## src/verilog/scm_consts.svh

```systemverilog
// Constants of the sync reference capture and window monitor.
`ifndef SCM_CONSTS_SVH
`define SCM_CONSTS_SVH

`define SCM_ADDR_WIN_STATUS 15'h0140
`define SCM_ADDR_PIN_CFG 15'h0146
`define SCM_ADDR_SYNC_MASK 15'h0150
`define SCM_ADDR_DECIM 15'h0169
`define SCM_ADDR_NYQ_ZONE 15'h016B
`define SCM_ADDR_FREQ_RANGE 15'h0132

`define SCM_PIN_SYNC_IN 8'h00
`define SCM_RST_PIN_CFG 8'hFF
`define SCM_RST_SYNC_MASK 8'h03
`define SCM_RST_DECIM 8'h00
`define SCM_RST_NYQ_ZONE 8'h00
`define SCM_RST_FREQ_RANGE 8'h00

`define SCM_BIT_EDGE 6
`define SCM_BIT_COMBINED 5
`define SCM_MASK_BIT_DIV 0
`define SCM_MASK_BIT_NCO 1

// Tap k of the capture delay line sits at -60ps + 40ps * k from the clock rise.
`define SCM_TAP_FIRST_PS -60
`define SCM_TAP_STEP_PS 40
`define SCM_SAMPLE_DELAY_PS 60
`define SCM_TAP_SAMPLE 3
`define SCM_NUM_TAPS 6

`define SCM_FRAME_BITS 5'd24
`define SCM_ADDR_DONE 5'd16

`endif

```

## src/verilog/scm_pkg.sv

```systemverilog
// Types shared by the sync reference capture and window monitor.
package scm_pkg;

  typedef enum logic [1:0] {
    SP_IDLE = 2'b00,
    SP_ADDR = 2'b01,
    SP_DATA = 2'b11
  } scm_spi_state_t;

  typedef struct packed {
    logic rampRestart;
    logic dividerReset;
    logic oscPhaseReset;
  } scm_sync_events_t;

  typedef struct packed {
    logic [7:0] pinCfg;
    logic [7:0] syncMask;
    logic [7:0] decimCfg;
    logic [7:0] nyqZone;
    logic [7:0] freqRange;
    logic [4:0] winFlags;
    logic syncEdgeSeen;
    logic refPrev;
    logic refTopPrev;
    logic [13:0] rampCnt;
    scm_sync_events_t evt;
    scm_spi_state_t spiState;
    logic sclkPrev;
    logic [4:0] bitCnt;
    logic [23:0] shiftIn;
    logic [7:0] rdShift;
    logic sdo;
  } scm_state_t;

endpackage

```

## src/verilog/scm_sync_monitor.sv

```systemverilog
// Sync reference capture, window monitor and serial register port.
`timescale 1ns/1ps
`include "scm_consts.svh"

module scm_sync_monitor (
  input wire logic clock,
  input wire logic resetn,
  input wire logic ce,
  input wire logic [5:0] generalPinZeroTaps,
  input wire logic spiSenn,
  input wire logic spiSclk,
  input wire logic spiSdi,
  output logic spiSdo,
  output scm_pkg::scm_sync_events_t syncEvents,
  output logic ddcModeOn,
  output logic [13:0] rampValue,
  output logic [7:0] nyquistZone,
  output logic [7:0] inputFreqRange,
  output logic [7:0] syncWindowStatus
);

  ////////////////////////////////////////////////////////////////////////////
  // State and derived signals.

  scm_pkg::scm_state_t st_ff;
  scm_pkg::scm_state_t nxt_st;
  logic [4:0] tapXor;
  logic [4:0] tapRise;
  logic winRise;
  logic syncRouted;
  logic refNow;
  logic refRise;
  logic sclkRise;
  logic sclkFall;
  logic [14:0] frameAddr;
  logic frameRead;
  logic wrIsRead;
  logic [14:0] wrAddr;
  logic [7:0] statusByte;

  ////////////////////////////////////////////////////////////////////////////
  // Window monitor taps.

  // lag flags
  // Adjacent taps disagree where the reference changed between their sampling instants.
  genvar gi;
  generate
    for (gi = 0; gi < `SCM_NUM_TAPS - 1; gi = gi + 1) begin : g_win
      assign tapXor[gi] = generalPinZeroTaps[gi + 1] ^ generalPinZeroTaps[gi];
      assign tapRise[gi] = generalPinZeroTaps[gi + 1] & ~generalPinZeroTaps[gi];
    end
  endgenerate

  // The pin is unrouted after reset, so stray pin activity restarts nothing until software opts in.
  // pin routing
  assign syncRouted = (st_ff.pinCfg == `SCM_PIN_SYNC_IN);
  assign refNow = syncRouted & generalPinZeroTaps[`SCM_TAP_SAMPLE];
  assign refRise = refNow & ~st_ff.refPrev;
  // A rising edge behind the capture tap reaches capture one cycle later, so the flags are
  // taken in the cycle in which the edge crosses the taps, not in the capture cycle.
  assign winRise = syncRouted & ((|tapRise) | (generalPinZeroTaps[0] & ~st_ff.refTopPrev));

  assign sclkRise = spiSclk & ~st_ff.sclkPrev;
  assign sclkFall = ~spiSclk & st_ff.sclkPrev;
  assign frameAddr = st_ff.shiftIn[14:0];
  assign frameRead = st_ff.shiftIn[15];
  // After 23 rises the read flag sits at bit 22 with the address below it.
  assign wrIsRead = st_ff.shiftIn[22];
  assign wrAddr = st_ff.shiftIn[21:7];

  assign statusByte = {1'b0, st_ff.syncEdgeSeen, |st_ff.winFlags, st_ff.winFlags};

  ////////////////////////////////////////////////////////////////////////////
  // Register read mux.

  function automatic logic [7:0] readReg(input logic [14:0] addr);
    logic [7:0] val;
    val = 8'h00;
    unique case (addr)
      `SCM_ADDR_WIN_STATUS: val = statusByte;
      `SCM_ADDR_PIN_CFG: val = st_ff.pinCfg;
      `SCM_ADDR_SYNC_MASK: val = st_ff.syncMask;
      `SCM_ADDR_DECIM: val = st_ff.decimCfg;
      `SCM_ADDR_NYQ_ZONE: val = st_ff.nyqZone;
      `SCM_ADDR_FREQ_RANGE: val = st_ff.freqRange;
      default: val = 8'h00;
    endcase
    return val;
  endfunction

  ////////////////////////////////////////////////////////////////////////////
  // Next-state logic.

  always_comb begin
    nxt_st = st_ff;
    if (ce) begin
      // Event pulses last one enabled cycle; with the enable low they hold like all other state.
      nxt_st.evt = '0;
      nxt_st.sclkPrev = spiSclk;

      // Serial port: 24-bit frame, read flag, 15-bit address, 8 data bits, MSB first.
      if (spiSenn) begin
        nxt_st.spiState = scm_pkg::SP_IDLE;
        nxt_st.bitCnt = 5'd0;
        nxt_st.sdo = 1'b0;
      end else begin
        unique case (st_ff.spiState)
          scm_pkg::SP_IDLE: begin
            nxt_st.spiState = scm_pkg::SP_ADDR;
            nxt_st.bitCnt = 5'd0;
          end
          scm_pkg::SP_ADDR: begin
            if (sclkRise) begin
              nxt_st.shiftIn = {st_ff.shiftIn[22:0], spiSdi};
              nxt_st.bitCnt = st_ff.bitCnt + 5'd1;
            end else if (st_ff.bitCnt == `SCM_ADDR_DONE) begin
              // Read data is latched once the address is complete, so a status read shows that instant.
              nxt_st.spiState = scm_pkg::SP_DATA;
              nxt_st.rdShift = frameRead ? readReg(frameAddr) : 8'h00;
            end
          end
          scm_pkg::SP_DATA: begin
            if (sclkFall && st_ff.bitCnt < `SCM_FRAME_BITS) begin
              nxt_st.sdo = st_ff.rdShift[7];
              nxt_st.rdShift = {st_ff.rdShift[6:0], 1'b0};
            end
            if (sclkRise && st_ff.bitCnt < `SCM_FRAME_BITS) begin
              nxt_st.shiftIn = {st_ff.shiftIn[22:0], spiSdi};
              nxt_st.bitCnt = st_ff.bitCnt + 5'd1;
              if (st_ff.bitCnt == `SCM_FRAME_BITS - 5'd1 && !wrIsRead) begin
                unique case (wrAddr)
                  `SCM_ADDR_WIN_STATUS: begin
                    if (spiSdi && `SCM_BIT_EDGE == 0) begin
                      nxt_st.syncEdgeSeen = 1'b0;
                    end else if (st_ff.shiftIn[`SCM_BIT_EDGE - 1]) begin
                      nxt_st.syncEdgeSeen = 1'b0;
                    end
                  end
                  `SCM_ADDR_PIN_CFG: nxt_st.pinCfg = {st_ff.shiftIn[6:0], spiSdi};
                  `SCM_ADDR_SYNC_MASK: nxt_st.syncMask = {st_ff.shiftIn[6:0], spiSdi};
                  `SCM_ADDR_DECIM: nxt_st.decimCfg = {st_ff.shiftIn[6:0], spiSdi};
                  `SCM_ADDR_NYQ_ZONE: nxt_st.nyqZone = {st_ff.shiftIn[6:0], spiSdi};
                  `SCM_ADDR_FREQ_RANGE: nxt_st.freqRange = {st_ff.shiftIn[6:0], spiSdi};
                  default: ;
                endcase
              end
            end
          end
          default: nxt_st.spiState = scm_pkg::SP_IDLE;
        endcase
      end

      // Capture runs after the port so a new edge beats a clear in the same cycle.
      nxt_st.refPrev = refNow;
      // The top tap of the last cycle tells an edge between cycles from a level already high.
      nxt_st.refTopPrev = syncRouted & generalPinZeroTaps[`SCM_NUM_TAPS - 1];
      nxt_st.rampCnt = st_ff.rampCnt + 14'h0001;
      // A falling reference leaves the flags as they were.
      if (winRise) begin
        nxt_st.winFlags = tapXor;
      end
      if (refRise) begin
        nxt_st.syncEdgeSeen = 1'b1;
        if (st_ff.decimCfg[3:0] == 4'h0) begin
          nxt_st.evt.rampRestart = 1'b1;
          nxt_st.rampCnt = 14'h0000;
        end else begin
          nxt_st.evt.dividerReset = st_ff.syncMask[`SCM_MASK_BIT_DIV];
          nxt_st.evt.oscPhaseReset = st_ff.syncMask[`SCM_MASK_BIT_NCO];
        end
      end
    end
  end

  ////////////////////////////////////////////////////////////////////////////
  // State register.

  always_ff @(posedge clock) begin
    if (!resetn) begin
      st_ff <= '0;
      st_ff.pinCfg <= `SCM_RST_PIN_CFG;
      st_ff.syncMask <= `SCM_RST_SYNC_MASK;
      st_ff.decimCfg <= `SCM_RST_DECIM;
      st_ff.nyqZone <= `SCM_RST_NYQ_ZONE;
      st_ff.freqRange <= `SCM_RST_FREQ_RANGE;
      st_ff.spiState <= scm_pkg::SP_IDLE;
    end else begin
      st_ff <= nxt_st;
    end
  end

  ////////////////////////////////////////////////////////////////////////////
  // Outputs.

  assign spiSdo = st_ff.sdo;
  assign syncEvents = st_ff.evt;
  assign ddcModeOn = (st_ff.decimCfg[3:0] != 4'h0);
  assign rampValue = st_ff.rampCnt;
  assign nyquistZone = st_ff.nyqZone;
  assign inputFreqRange = st_ff.freqRange;
  assign syncWindowStatus = statusByte;

endmodule // scm_sync_monitor

```

## config.mk

```make
export PLATFORM = sky130hd
export DESIGN_NAME = scm_sync_monitor
export DESIGN_NICKNAME = d
export VERILOG_FILES = /design/src/verilog/scm_pkg.sv /design/src/verilog/scm_sync_monitor.sv
export VERILOG_INCLUDE_DIRS = /design/src /design/src/verilog
export SDC_FILE = /design/constraint.sdc
export NUM_CORES = 1
export LEC_CHECK = 0
export ABC_AREA = 1
export BUFFER_PORTS_ARGS = -buffer_cell sky130_fd_sc_hd__buf_2
export CORE_MARGIN = 8
export CORE_UTILIZATION = 35
export DETAILED_ROUTE_END_ITERATION = 12
export GPL_TIMING_DRIVEN = 0
export PLACE_DENSITY_LB_ADDON = 0.15
export SETUP_SLACK_MARGIN = 0.15
export SKIP_CTS_REPAIR_TIMING = 1
export SLEW_MARGIN = 10
export SYNTH_ARGS = -nofsm -noshare
export SYNTH_HDL_FRONTEND = slang
export SYNTH_SLANG_ARGS = --single-unit
```

## constraint.sdc

```tcl
create_clock -name clock -period 2 [get_ports clock]
set_clock_uncertainty 0.2 [all_clocks]
set_input_delay 0.2 -clock clock [delete_from_list [all_inputs] [get_ports clock]]
set_output_delay 0.2 -clock clock [all_outputs]
set_load 0.02 [all_outputs]
```

==> results of run 1 <==
==> worst min-delay path, cell delays in order <==
cell     delay (ns)
buf_2          0.10
inv_2          0.07
nand3_1        0.08
a21oi_1        0.05
==> power by group through the flow <==
stage               Clock, mW  Combinational, mW  Sequential, mW
detailed placement          0              0.274            2.19
CTS                      2.00              0.275            2.14
floorplan                   0              0.192            2.18
finish                   1.97              0.329            2.13
global placement            0              0.275            2.19
global route             2.06              0.363            2.14
==> state kept, by name, summed over array words and instances, names as in the netlist <==
register and cells:
syncWindowStatus 6, syncEvents 3, rampValue 14, spiSdo 1
nyquistZone 8, inputFreqRange 8, frameRead 1, st_ff 49
frameAddr 15
==> per-layer routing <==
layer / GRT usage (%) / vias to the layer above
met5: 0 / -
met4: 4.59 / 0
met3: 3.31 / 18
met2: 24.5 / 86
met1: 20.7 / 2468
li1: - / 2799
==> through the flow <==
stage | cells | setup WS, ns
3_5_place_dp | 1079 | -0.0667
2_1_floorplan | 812 | 0.247
6_report | 1139 | 0.0615
5_1_grt | 1139 | -0.0244
3_3_place_gp | 1079 | -0.0996
4_1_cts | 1095 | -0.301
==> area by class of cell <==
type	count	area, um2	area share, %
multi-input cells	549	2960	41.0
flip-flops and latches	105	2130	29.5
repair buffers	94	656	9.07
plain buffers	71	543	7.52
inverters	88	345	4.78
well taps	216	270	3.74
clock buffers	11	243	3.36
clock inverters	5	78.8	1.09
==> logic make-up after synthesis <==
family / Yosys count / synth area share [%]
compound gates: 126 / 11.7
fa+ha+maj: 4 / 0.888
xor+xnor: 10 / 1.55
simple gates: 407 / 34.0
buf+inv: 159 / 14.6
flops: 105 / 37.3
other cells: 1 / 0.0665
==> how the worst max path moves through the flow <==
| stage | startpoint | to | slack [ns] | cells past startpoint |
|---|---|---|---|---|
| 2_1_floorplan | st_ff[33]$_SDFFE_PN0P_ | st_ff[100]$_SDFFE_PN1P_ | 0.25 | 8 |
| 3_3_place_gp | st_ff[82]$_SDFFE_PN0P_ | rampValue[10]$_SDFFE_PN0P_ | -0.1 | 5 |
| 4_1_cts | st_ff[82]$_SDFFE_PN0P_ | ddcModeOn | -0.30 | 3 |
| 5_1_grt | st_ff[34]$_SDFFE_PN0P_ | nyquistZone[6]$_SDFFE_PN0P_ | -0.02 | 9 |
| 3_5_place_dp | st_ff[82]$_SDFFE_PN0P_ | rampValue[7]$_SDFFE_PN0P_ | -0.07 | 5 |
| 6_report | st_ff[34]$_SDFFE_PN0P_ | nyquistZone[6]$_SDFFE_PN0P_ | 0.06 | 9 |
==> cell usage in the layout, fill, tap and decap left out, types with 7 or more instances in the layout <==
cell type / count
a21oi_1: 56
buf_2: 57
buf_4: 75
buf_6: 12
clkbuf_1: 10
clkbuf_16: 10
dfxtp_1: 93
dfxtp_2: 7
inv_1: 74
inv_2: 8
nand2_1: 119
nand2_2: 14
nand3_1: 61
nand3_2: 9
nand4_1: 23
nor2_1: 126
nor2_2: 15
nor2_4: 16
nor3_4: 7
o21ai_0: 52
xor2_1: 9
==> synthesized netlist by cell type, types with 6 or more instances <==
cell        n  area, um2
nand2_1   129        484
inv_2       8       30.0
nor2_2      8       50.1
nand3_1    67        335
nor3_1      6       30.0
nand4_1    23        144
xor2_1      9       78.8
dfxtp_1   105       2100
clkbuf_1    9       33.8
nor2_1    142        533
buf_4      46        345
inv_1      77        289
a21oi_1    58        290
o21ai_0    58        290
buf_2      10       50.1
nand2_2     7       43.8
nor2_4      7       78.8
==> results.tsv, run 1 <==
metric	value	unit
worst slew pin tran	0.639	ns
Sw Share	24.1	%
first-pass GRT wire length	24800	um
YS warnings	0	
clock buffer depth	2	
insertion delay to the later sink of the worst-skew pair	0.36	ns
Critical Path AT	2.04	ns
Post-Syn Nets	828	
Reg clk slew, reported paths	0.07	ns
fillers	1638	
WL met3	636	um
Routed Wire Length	16400	um
area grow syn2layout	28.2	%
Tot Pwr	4.43	mW
Period minus WS final	1.94	ns
worst r2r src	st_ff[34]$_SDFFE_PN0P_	
CP peak stage delay	0.38	ns
CTS buffer count	9	
Setup TNS Final	0	ns
most frequent CP cell	nor2_4	
reg2reg setup slack	0.06	ns
Most used DFF post-synth	dfxtp_1	
Cell Area, Placed	6160	um2
WP buf/inv	1	
sink of the worst hold path	st_ff[40]$_SDFFE_PN0P_	
CP Data Required Time	2.10	ns
met1 WL	7840	um
failing checks	hold timing	
Post-DRT Antenna Nets	0	
vias per std cell	4.72	
Syn Area/Cell	6.94	um2
Die Area	20400	um2
Vias	5371	
asr flop ratio synth	0	%
gr usage total	15.5	%
DR iter-0 viols	437	
drt drc	0	
endpoints failing hold	2	
Hold Crit Class	in2reg	
nets	934	
routed wl met2	7610	um
num rows	46	
fraction of layout instances using a drive strength above 1	29.6	%
slowest cell on the critical path	dfxtp_4	
crit-path max FO	7	
Ant. Diodes	0	
Final period util	96.9	%
Sink Count	105	
Finish-stage setup viols	0	
number of register bits inferred by synthesis	105	
Clock power frac	44.4	%
Sw Pwr	1.07	mW
crit-path leading delay family	simple AND/OR/NAND/NOR gates	
Seq/Total Area, Yosys	37.3	%
Rel. slew slack	57.4	%
htree depth	3	
Die H	143	um
RSZ-0062 raised after global routing	yes	
CTS Root Buffer Type	clkbuf_16	
max-cap violation count	0	
HPWL after DPL	11600	um
Detailed Routing Iterations Pass 1	5	
TritonCTS clock tree	yes	
worst hold path cell count	4	
Port Buffer Count	51	
largest net degree at the start of global routing	17	
worst hold start	spiSenn	
vias in the first global route	4624	
mapped cell area	5640	um2
highest clock rate	0.516	GHz
maximum vdd drop	0.388	mV
count of different cell masters after synthesis	43	
core region area	15800	um2
Critical Path End Type	flip-flop	
Starting Density	35.6	%
Final Wtd Congestion	0.816	
remaining global-route overflow	0	
pwr/cell area	613	nW/um2
Final Util	45.7	%
Startpoint Class	flip-flop	
WS Path Type	reg2reg	
Reg2Reg Capture Point	nyquistZone[6]$_SDFFE_PN0P_	
R2R cell count	9	
WHS	-0.0147	ns
sequential power share	48.1	%
Leakage Power	3.27	nW
Top Ports	55	
status	finished, violations left	
antenna violations before repair	0	
crit-path cells	ha_4 -> nand2_4 -> nor2_4 -> nand3_4 -> nand3b_1 -> nor2_4 -> buf_4 -> o21ai_0 -> nor2_1	
post-DR wirelength/cell	14.4	um
max-slew violations	0	
Top Metal Used	met4	
post-synthesis cell count	812	
Post-synth EDFFs	0	
Comb pwr share	7.4	%
Internal	3.36	mW
post-route cell area	7230	um2
Die Wd	143	um
Note: power is estimated with default switching activity, not from simulation.
==> inputs of run 2 (changes only) <==
--- a/config.mk
+++ b/config.mk
@@ -8,11 +8,12 @@
 export LEC_CHECK = 0
 export ABC_AREA = 1
 export BUFFER_PORTS_ARGS = -buffer_cell sky130_fd_sc_hd__buf_2
+export CAP_MARGIN = 20
 export CORE_MARGIN = 8
 export CORE_UTILIZATION = 35
 export DETAILED_ROUTE_END_ITERATION = 12
 export GPL_TIMING_DRIVEN = 0
-export PLACE_DENSITY_LB_ADDON = 0.15
+export PLACE_DENSITY = 0.49
 export SETUP_SLACK_MARGIN = 0.15
 export SKIP_CTS_REPAIR_TIMING = 1
 export SLEW_MARGIN = 10
==> results.tsv, run 2 (synthesis gave the netlist of run 1 again) <==
metric	value	unit	change
status	finished, violations left		
WHS	-0.0147	ns	-0.0000365 ns
post-DR wirelength/cell	15.2	um	+5.4%
gr usage total	16.2	%	+0.72 points
R2R cell count	9		unchanged
Die Wd	143	um	unchanged
first-pass GRT wire length	25900	um	+4.4%
pwr/cell area	622	nW/um2	+1.3%
htree depth	3		unchanged
Internal	3.45	mW	+2.6%
max-cap violation count	0		unchanged
vias in the first global route	4959		+7.2%
Critical Path Sink	nyquistZone[3]$_SDFFE_PN0P_		
commonest cells after routing, fill and taps aside	nor2_1, nand2_1, dfxtp_1		
highest clock rate	0.523	GHz	+1.3%
largest net degree at the start of global routing	16		-1
CTS Root Buffer Type	clkbuf_16		
core region area	15800	um2	unchanged
Critical Path AT	2.00	ns	-0.04 ns
nets	931		-0.32%
TritonCTS clock tree	yes		
Ant. Diodes	0		unchanged
endpoints failing hold	3		+1
Leakage Power	3.27	nW	about the same
Sink Count	105		unchanged
Hold Crit Class	in2reg		
Comb pwr share	7.3	%	about the same
Clock power frac	45.3	%	+0.9 points
Sw Share	23.4	%	-0.66 points
leading cell type in the layout, fill and taps excluded	nor2_1		
DR iter-0 viols	314		-28%
area grow syn2layout	28.7	%	
worst hold path cell count	4		unchanged
Starting Density	35.6	%	unchanged
num rows	46		unchanged
Startpoint Class	flip-flop		
worst r2r src	st_ff[34]$_SDFFE_PN0P_		
RSZ-0062 raised after global routing	yes		
Vias	5544		+3.2%
Sw Pwr	1.06	mW	-1.1%
Final Wtd Congestion	0.860		+5.4%
Cell Area, Placed	6160	um2	unchanged
Period minus WS final	1.91	ns	-0.0253 ns
Detailed Routing Iterations Pass 1	5		unchanged
Die H	143	um	unchanged
fin worst setup slack	0.0868	ns	+0.0253 ns
insertion delay to the later sink of the worst-skew pair	0.36	ns	about the same
failing checks	hold timing		
remaining global-route overflow	0		unchanged
Post-Place Setup Slack	-0.128	ns	-0.0613 ns
Reg2Reg Capture Point	nyquistZone[3]$_SDFFE_PN0P_		
Finish-stage setup viols	0		unchanged
CP Data Required Time	2.09	ns	about the same
Final Util	45.8	%	+0.17 points
crit-path max FO	5		-2
Reg with most FFs	st_ff		
Final period util	95.7	%	-1.3 points
clock buffer depth	2		unchanged
fraction of layout instances using a drive strength above 1	30.3	%	+0.67 points
max-slew violations	0		unchanged
reg2reg setup slack	0.09	ns	+0.03 ns
Rel. slew slack	50.8	%	-6.6 points
Routed Wire Length	17200	um	+5.1%
Post-DRT Antenna Nets	0		unchanged
Tot Pwr	4.51	mW	+1.7%
maximum vdd drop	0.409	mV	+5.5%
Die Area	20400	um2	unchanged
WS Path Type	reg2reg		
post-route cell area	7250	um2	+0.38%
HPWL after DPL	12200	um	+5.3%
drt drc	0		unchanged
Critical Path End Type	flip-flop		
crit path from	st_ff[34]$_SDFFE_PN0P_		
Reg clk slew, reported paths	0.06	ns	about the same
Top Ports	55		unchanged
sequential power share	47.4	%	-0.7 points
Port Buffer Count	51		unchanged
CTS buffer count	9		unchanged
worst slew pin tran	0.738	ns	+0.0991 ns
number of flip-flops in the largest register	49		unchanged
antenna violations before repair	1		+1
vias per std cell	4.88		+3.6%
## run 2: cell types whose count changed in the layout (fill, tap and decap cells not counted), sizes merged
cell	before	now
bufinv	2	3
buf	152	150
nand2	138	139
clkbuf	22	21
clkinvlp	1	0
clkinv	5	3
## run 2: final cells by class
type,instances,area (um2)
buffer,71,532
clock buffer,12,236
clock inverter,3,90.1
fill,1649,8570
inverter,88,354
multi-input combinational,550,3050
sequential,105,2120
tap,216,270
timing repair buffer,90,601
## run 2: how the worst min path moves through the flow
stage / endpoint / slack, ns / start
2_1_floorplan: nyquistZone[0]$_SDFFE_PN0P_ / 0.13 / spiSdi
3_3_place_gp: st_ff[58]$_SDFFE_PN0P_ / 0.26 / st_ff[58]$_SDFFE_PN0P_
3_5_place_dp: syncEvents[0]$_SDFFE_PN0P_ / 0.26 / syncEvents[0]$_SDFFE_PN0P_
4_1_cts: st_ff[58]$_SDFFE_PN0P_ / -0.08 / generalPinZeroTaps[5]
5_1_grt: spiSdo$_SDFFE_PN0P_ / 0.02 / spiSenn
6_report: spiSdo$_SDFFE_PN0P_ / -0.01 / spiSenn
## run 2: worst max-delay path: stages (launching register included)
cell and delay, ns:
dfxtp_4 0.37, ha_4 0.14, nand2_4 0.06, nor2_4 0.13
nand3_4 0.13, nand3b_1 0.24, nor2_4 0.25, buf_6 0.16
o21ai_1 0.06, nor2_1 0.12
## run 2: per-stage QoR
step | instances | TNS [ns]
after floorplan | 812 | 0
after global placement | 1079 | -1.01
after detailed placement | 1079 | -1.36
after CTS | 1094 | -2.20
after global routing | 1135 | -0.0248
final | 1135 | 0
## run 2: power groups by stage
stage / logic [mW] / clock network (mW) / registers [mW]
after global routing: 0.362 / 2.17 / 2.14
after CTS: 0.279 / 2.08 / 2.14
after detailed placement: 0.278 / 0 / 2.19
after global placement: 0.275 / 0 / 2.18
final: 0.330 / 2.04 / 2.14
after floorplan: 0.192 / 0 / 2.18
## run 2: layer usage
metal  GRT usage [%]  vias up  wire length [um]
met4            5.15        0               256
met2            26.3      112              8090
met5               0        -                 0
li1                -     2789                 -
met3            2.47       15               839
met1            21.6     2628              8020
==> inputs of run 3 (changes only) <==
--- a/config.mk
+++ b/config.mk
@@ -14,6 +14,7 @@
 export DETAILED_ROUTE_END_ITERATION = 12
 export GPL_TIMING_DRIVEN = 0
 export PLACE_DENSITY = 0.49
+export REMOVE_ABC_BUFFERS = 1
 export SETUP_SLACK_MARGIN = 0.15
 export SKIP_CTS_REPAIR_TIMING = 1
 export SLEW_MARGIN = 10
==> results.tsv, run 3 (synthesis gave the netlist of run 1 again) <==
metric	value	unit	change
commonest cells after routing, fill and taps aside	nor2_1, nand2_1, dfxtp_1		
htree depth	3		unchanged
drt drc	0		unchanged
Final period util	94.5	%	-1.1 points
placed insts	1010		-6.4%
CTS Root Buffer Type	clkbuf_16		
Critical Path AT	1.93	ns	-0.07 ns
Starting Density	35.6	%	unchanged
CP Data Required Time	2.04	ns	-0.05 ns
Detailed Routing Iterations Pass 1	5		unchanged
Critical Path End Type	flip-flop		
status	finished, violations left		
DR iter-0 viols	399		+27%
max-slew violations	0		unchanged
worst hold start	spiSenn		
insertion delay to the later sink of the worst-skew pair	0.35	ns	about the same
post-DR wirelength/cell	15.2	um	+0.31%
worst slew pin tran	0.938	ns	+0.199 ns
vias in the first global route	4587		-7.5%
Die H	143	um	unchanged
HPWL after DPL	10300	um	-16%
Die Area	20400	um2	unchanged
Finish-stage setup viols	0		unchanged
Post-DRT Antenna Nets	0		unchanged
remaining global-route overflow	0		unchanged
Hold Crit Class	in2reg		
Startpoint Class	flip-flop		
sink of the worst hold path	st_ff[40]$_SDFFE_PN0P_		
CTS buffer count	9		unchanged
Routed Wire Length	16100	um	-6.5%
pwr/cell area	631	nW/um2	+1.5%
leading cell type in the layout, fill and taps excluded	nor2_1		
clock buffer depth	2		unchanged
WS Path Type	reg2reg		
Rel. slew slack	37.5	%	-13 points
maximum vdd drop	0.394	mV	-3.7%
largest net degree at the start of global routing	84		+68
endpoints failing hold	1		-2
Die Wd	143	um	unchanged
final non-filler cell total	1058		-6.8%
WHS	-0.0109	ns	+0.00381 ns
highest clock rate	0.529	GHz	+1.2%
nets	853		-8.4%
R2R cell count	9		unchanged
fraction of layout instances using a drive strength above 1	28.7	%	-1.5 points
first-pass GRT wire length	23200	um	-10%
Final Wtd Congestion	0.809		-6.0%
worst hold path cell count	4		unchanged
Period minus WS final	1.89	ns	-0.0222 ns
TritonCTS clock tree	yes		
Port Buffer Count	53		+3.9%
max-cap violation count	0		unchanged
Reg with most FFs	st_ff		
vias per std cell	5.00		+2.3%
gr usage total	14.3	%	-2.0 points
antenna violations before repair	0		-1
worst r2r src	st_ff[34]$_SDFFE_PN0P_		
Sink Count	105		unchanged
failing checks	hold timing		
area grow syn2layout	22.1	%	
reg2reg setup slack	0.11	ns	+0.02 ns
RSZ-0062 raised after global routing	yes		
crit-path max FO	8		+3
Top Ports	55		unchanged
number of flip-flops in the largest register	49		unchanged
core region area	15800	um2	unchanged
Reg clk slew, reported paths	0.07	ns	about the same
Vias	5287		-4.6%
Ant. Diodes	0		unchanged
Leakage Power	2.92	nW	-11%
Reg2Reg Capture Point	nyquistZone[6]$_SDFFE_PN0P_		
num rows	46		unchanged
==> run 3: cell count changes in the layout (fill, tap and decap cells not counted), sizes merged <==
cell	before	now
clkbuf	21	9
buf	150	76
inv	85	84
clkinv	3	7
bufinv	3	2
clkinvlp	0	2
dlygate4sd3	2	3
nand2	139	141
nor2	157	159
==> run 3: per-layer routing <==
layer  up-vias  global-route usage [%]  wire length [um]
met3        16                    2.20               670
met4         0                    5.03               253
li1       2642                       -                 -
met5         -                       0                 0
met1      2518                    18.3              7240
met2       111                    23.6              7920
==> run 3: power breakdown <==
| group | internal (mW) | switching, mW | total [mW] |
|---|---|---|---|
| registers | 2.10 | 0.0417 | 2.15 |
| logic | 0.0950 | 0.190 | 0.285 |
| clock network | 1.10 | 0.814 | 1.91 |
| total | 3.30 | 1.05 | 4.34 |
==> run 3: through the flow <==
stage / total power, mW / util, % / area (um2) / TNS (ns) / worst slack [ns]
2_1_floorplan: 2.33 / - / 5150 / 0 / 0.152
5_1_grt: 4.52 / 43.5 / 6880 / 0 / 0.0378
6_report: 4.34 / 43.5 / 6880 / 0 / 0.109
3_5_place_dp: 2.42 / 35.9 / 5690 / -8.71 / -0.412
3_3_place_gp: 2.42 / 35.9 / 5680 / -11.12 / -0.424
4_1_cts: 4.32 / 37.9 / 6010 / -7.33 / -0.358
==> run 3: area by class of cell <==
type | count | area, um2
fillers | 1627 | 8950
multi-input cells | 554 | 3210
flip-flops and latches | 105 | 2160
repair buffers | 79 | 549
inverters | 88 | 369
well taps | 216 | 270
clock buffers | 9 | 225
clock inverters | 7 | 95.1
==> run 3: how the worst max path moves through the flow <==
stage	depth (start not counted)	endpoint	start	slack (ns)
after detailed placement	7	st_ff[33]$_SDFFE_PN0P_	ce	-0.41
final	9	nyquistZone[6]$_SDFFE_PN0P_	st_ff[34]$_SDFFE_PN0P_	0.11
after global placement	7	st_ff[33]$_SDFFE_PN0P_	ce	-0.42
after global routing	9	nyquistZone[7]$_SDFFE_PN0P_	st_ff[34]$_SDFFE_PN0P_	0.04
after CTS	9	st_ff[6]$_SDFFE_PN0P_	frameAddr[14]$_SDFFE_PN0P_	-0.36
after floorplan	9	st_ff[2]$_SDFFE_PN0P_	frameAddr[9]$_SDFFE_PN0P_	0.15
==> run 3: worst max-delay path: stages (launching register included) <==
cell and delay, ns:
dfxtp_4 0.38, ha_4 0.15, nand2_4 0.06, nor2_4 0.10
nand3_4 0.12, nand3b_1 0.26, nor2_4 0.26, inv_4 0.09
nor2_1 0.10, nor2_1 0.05
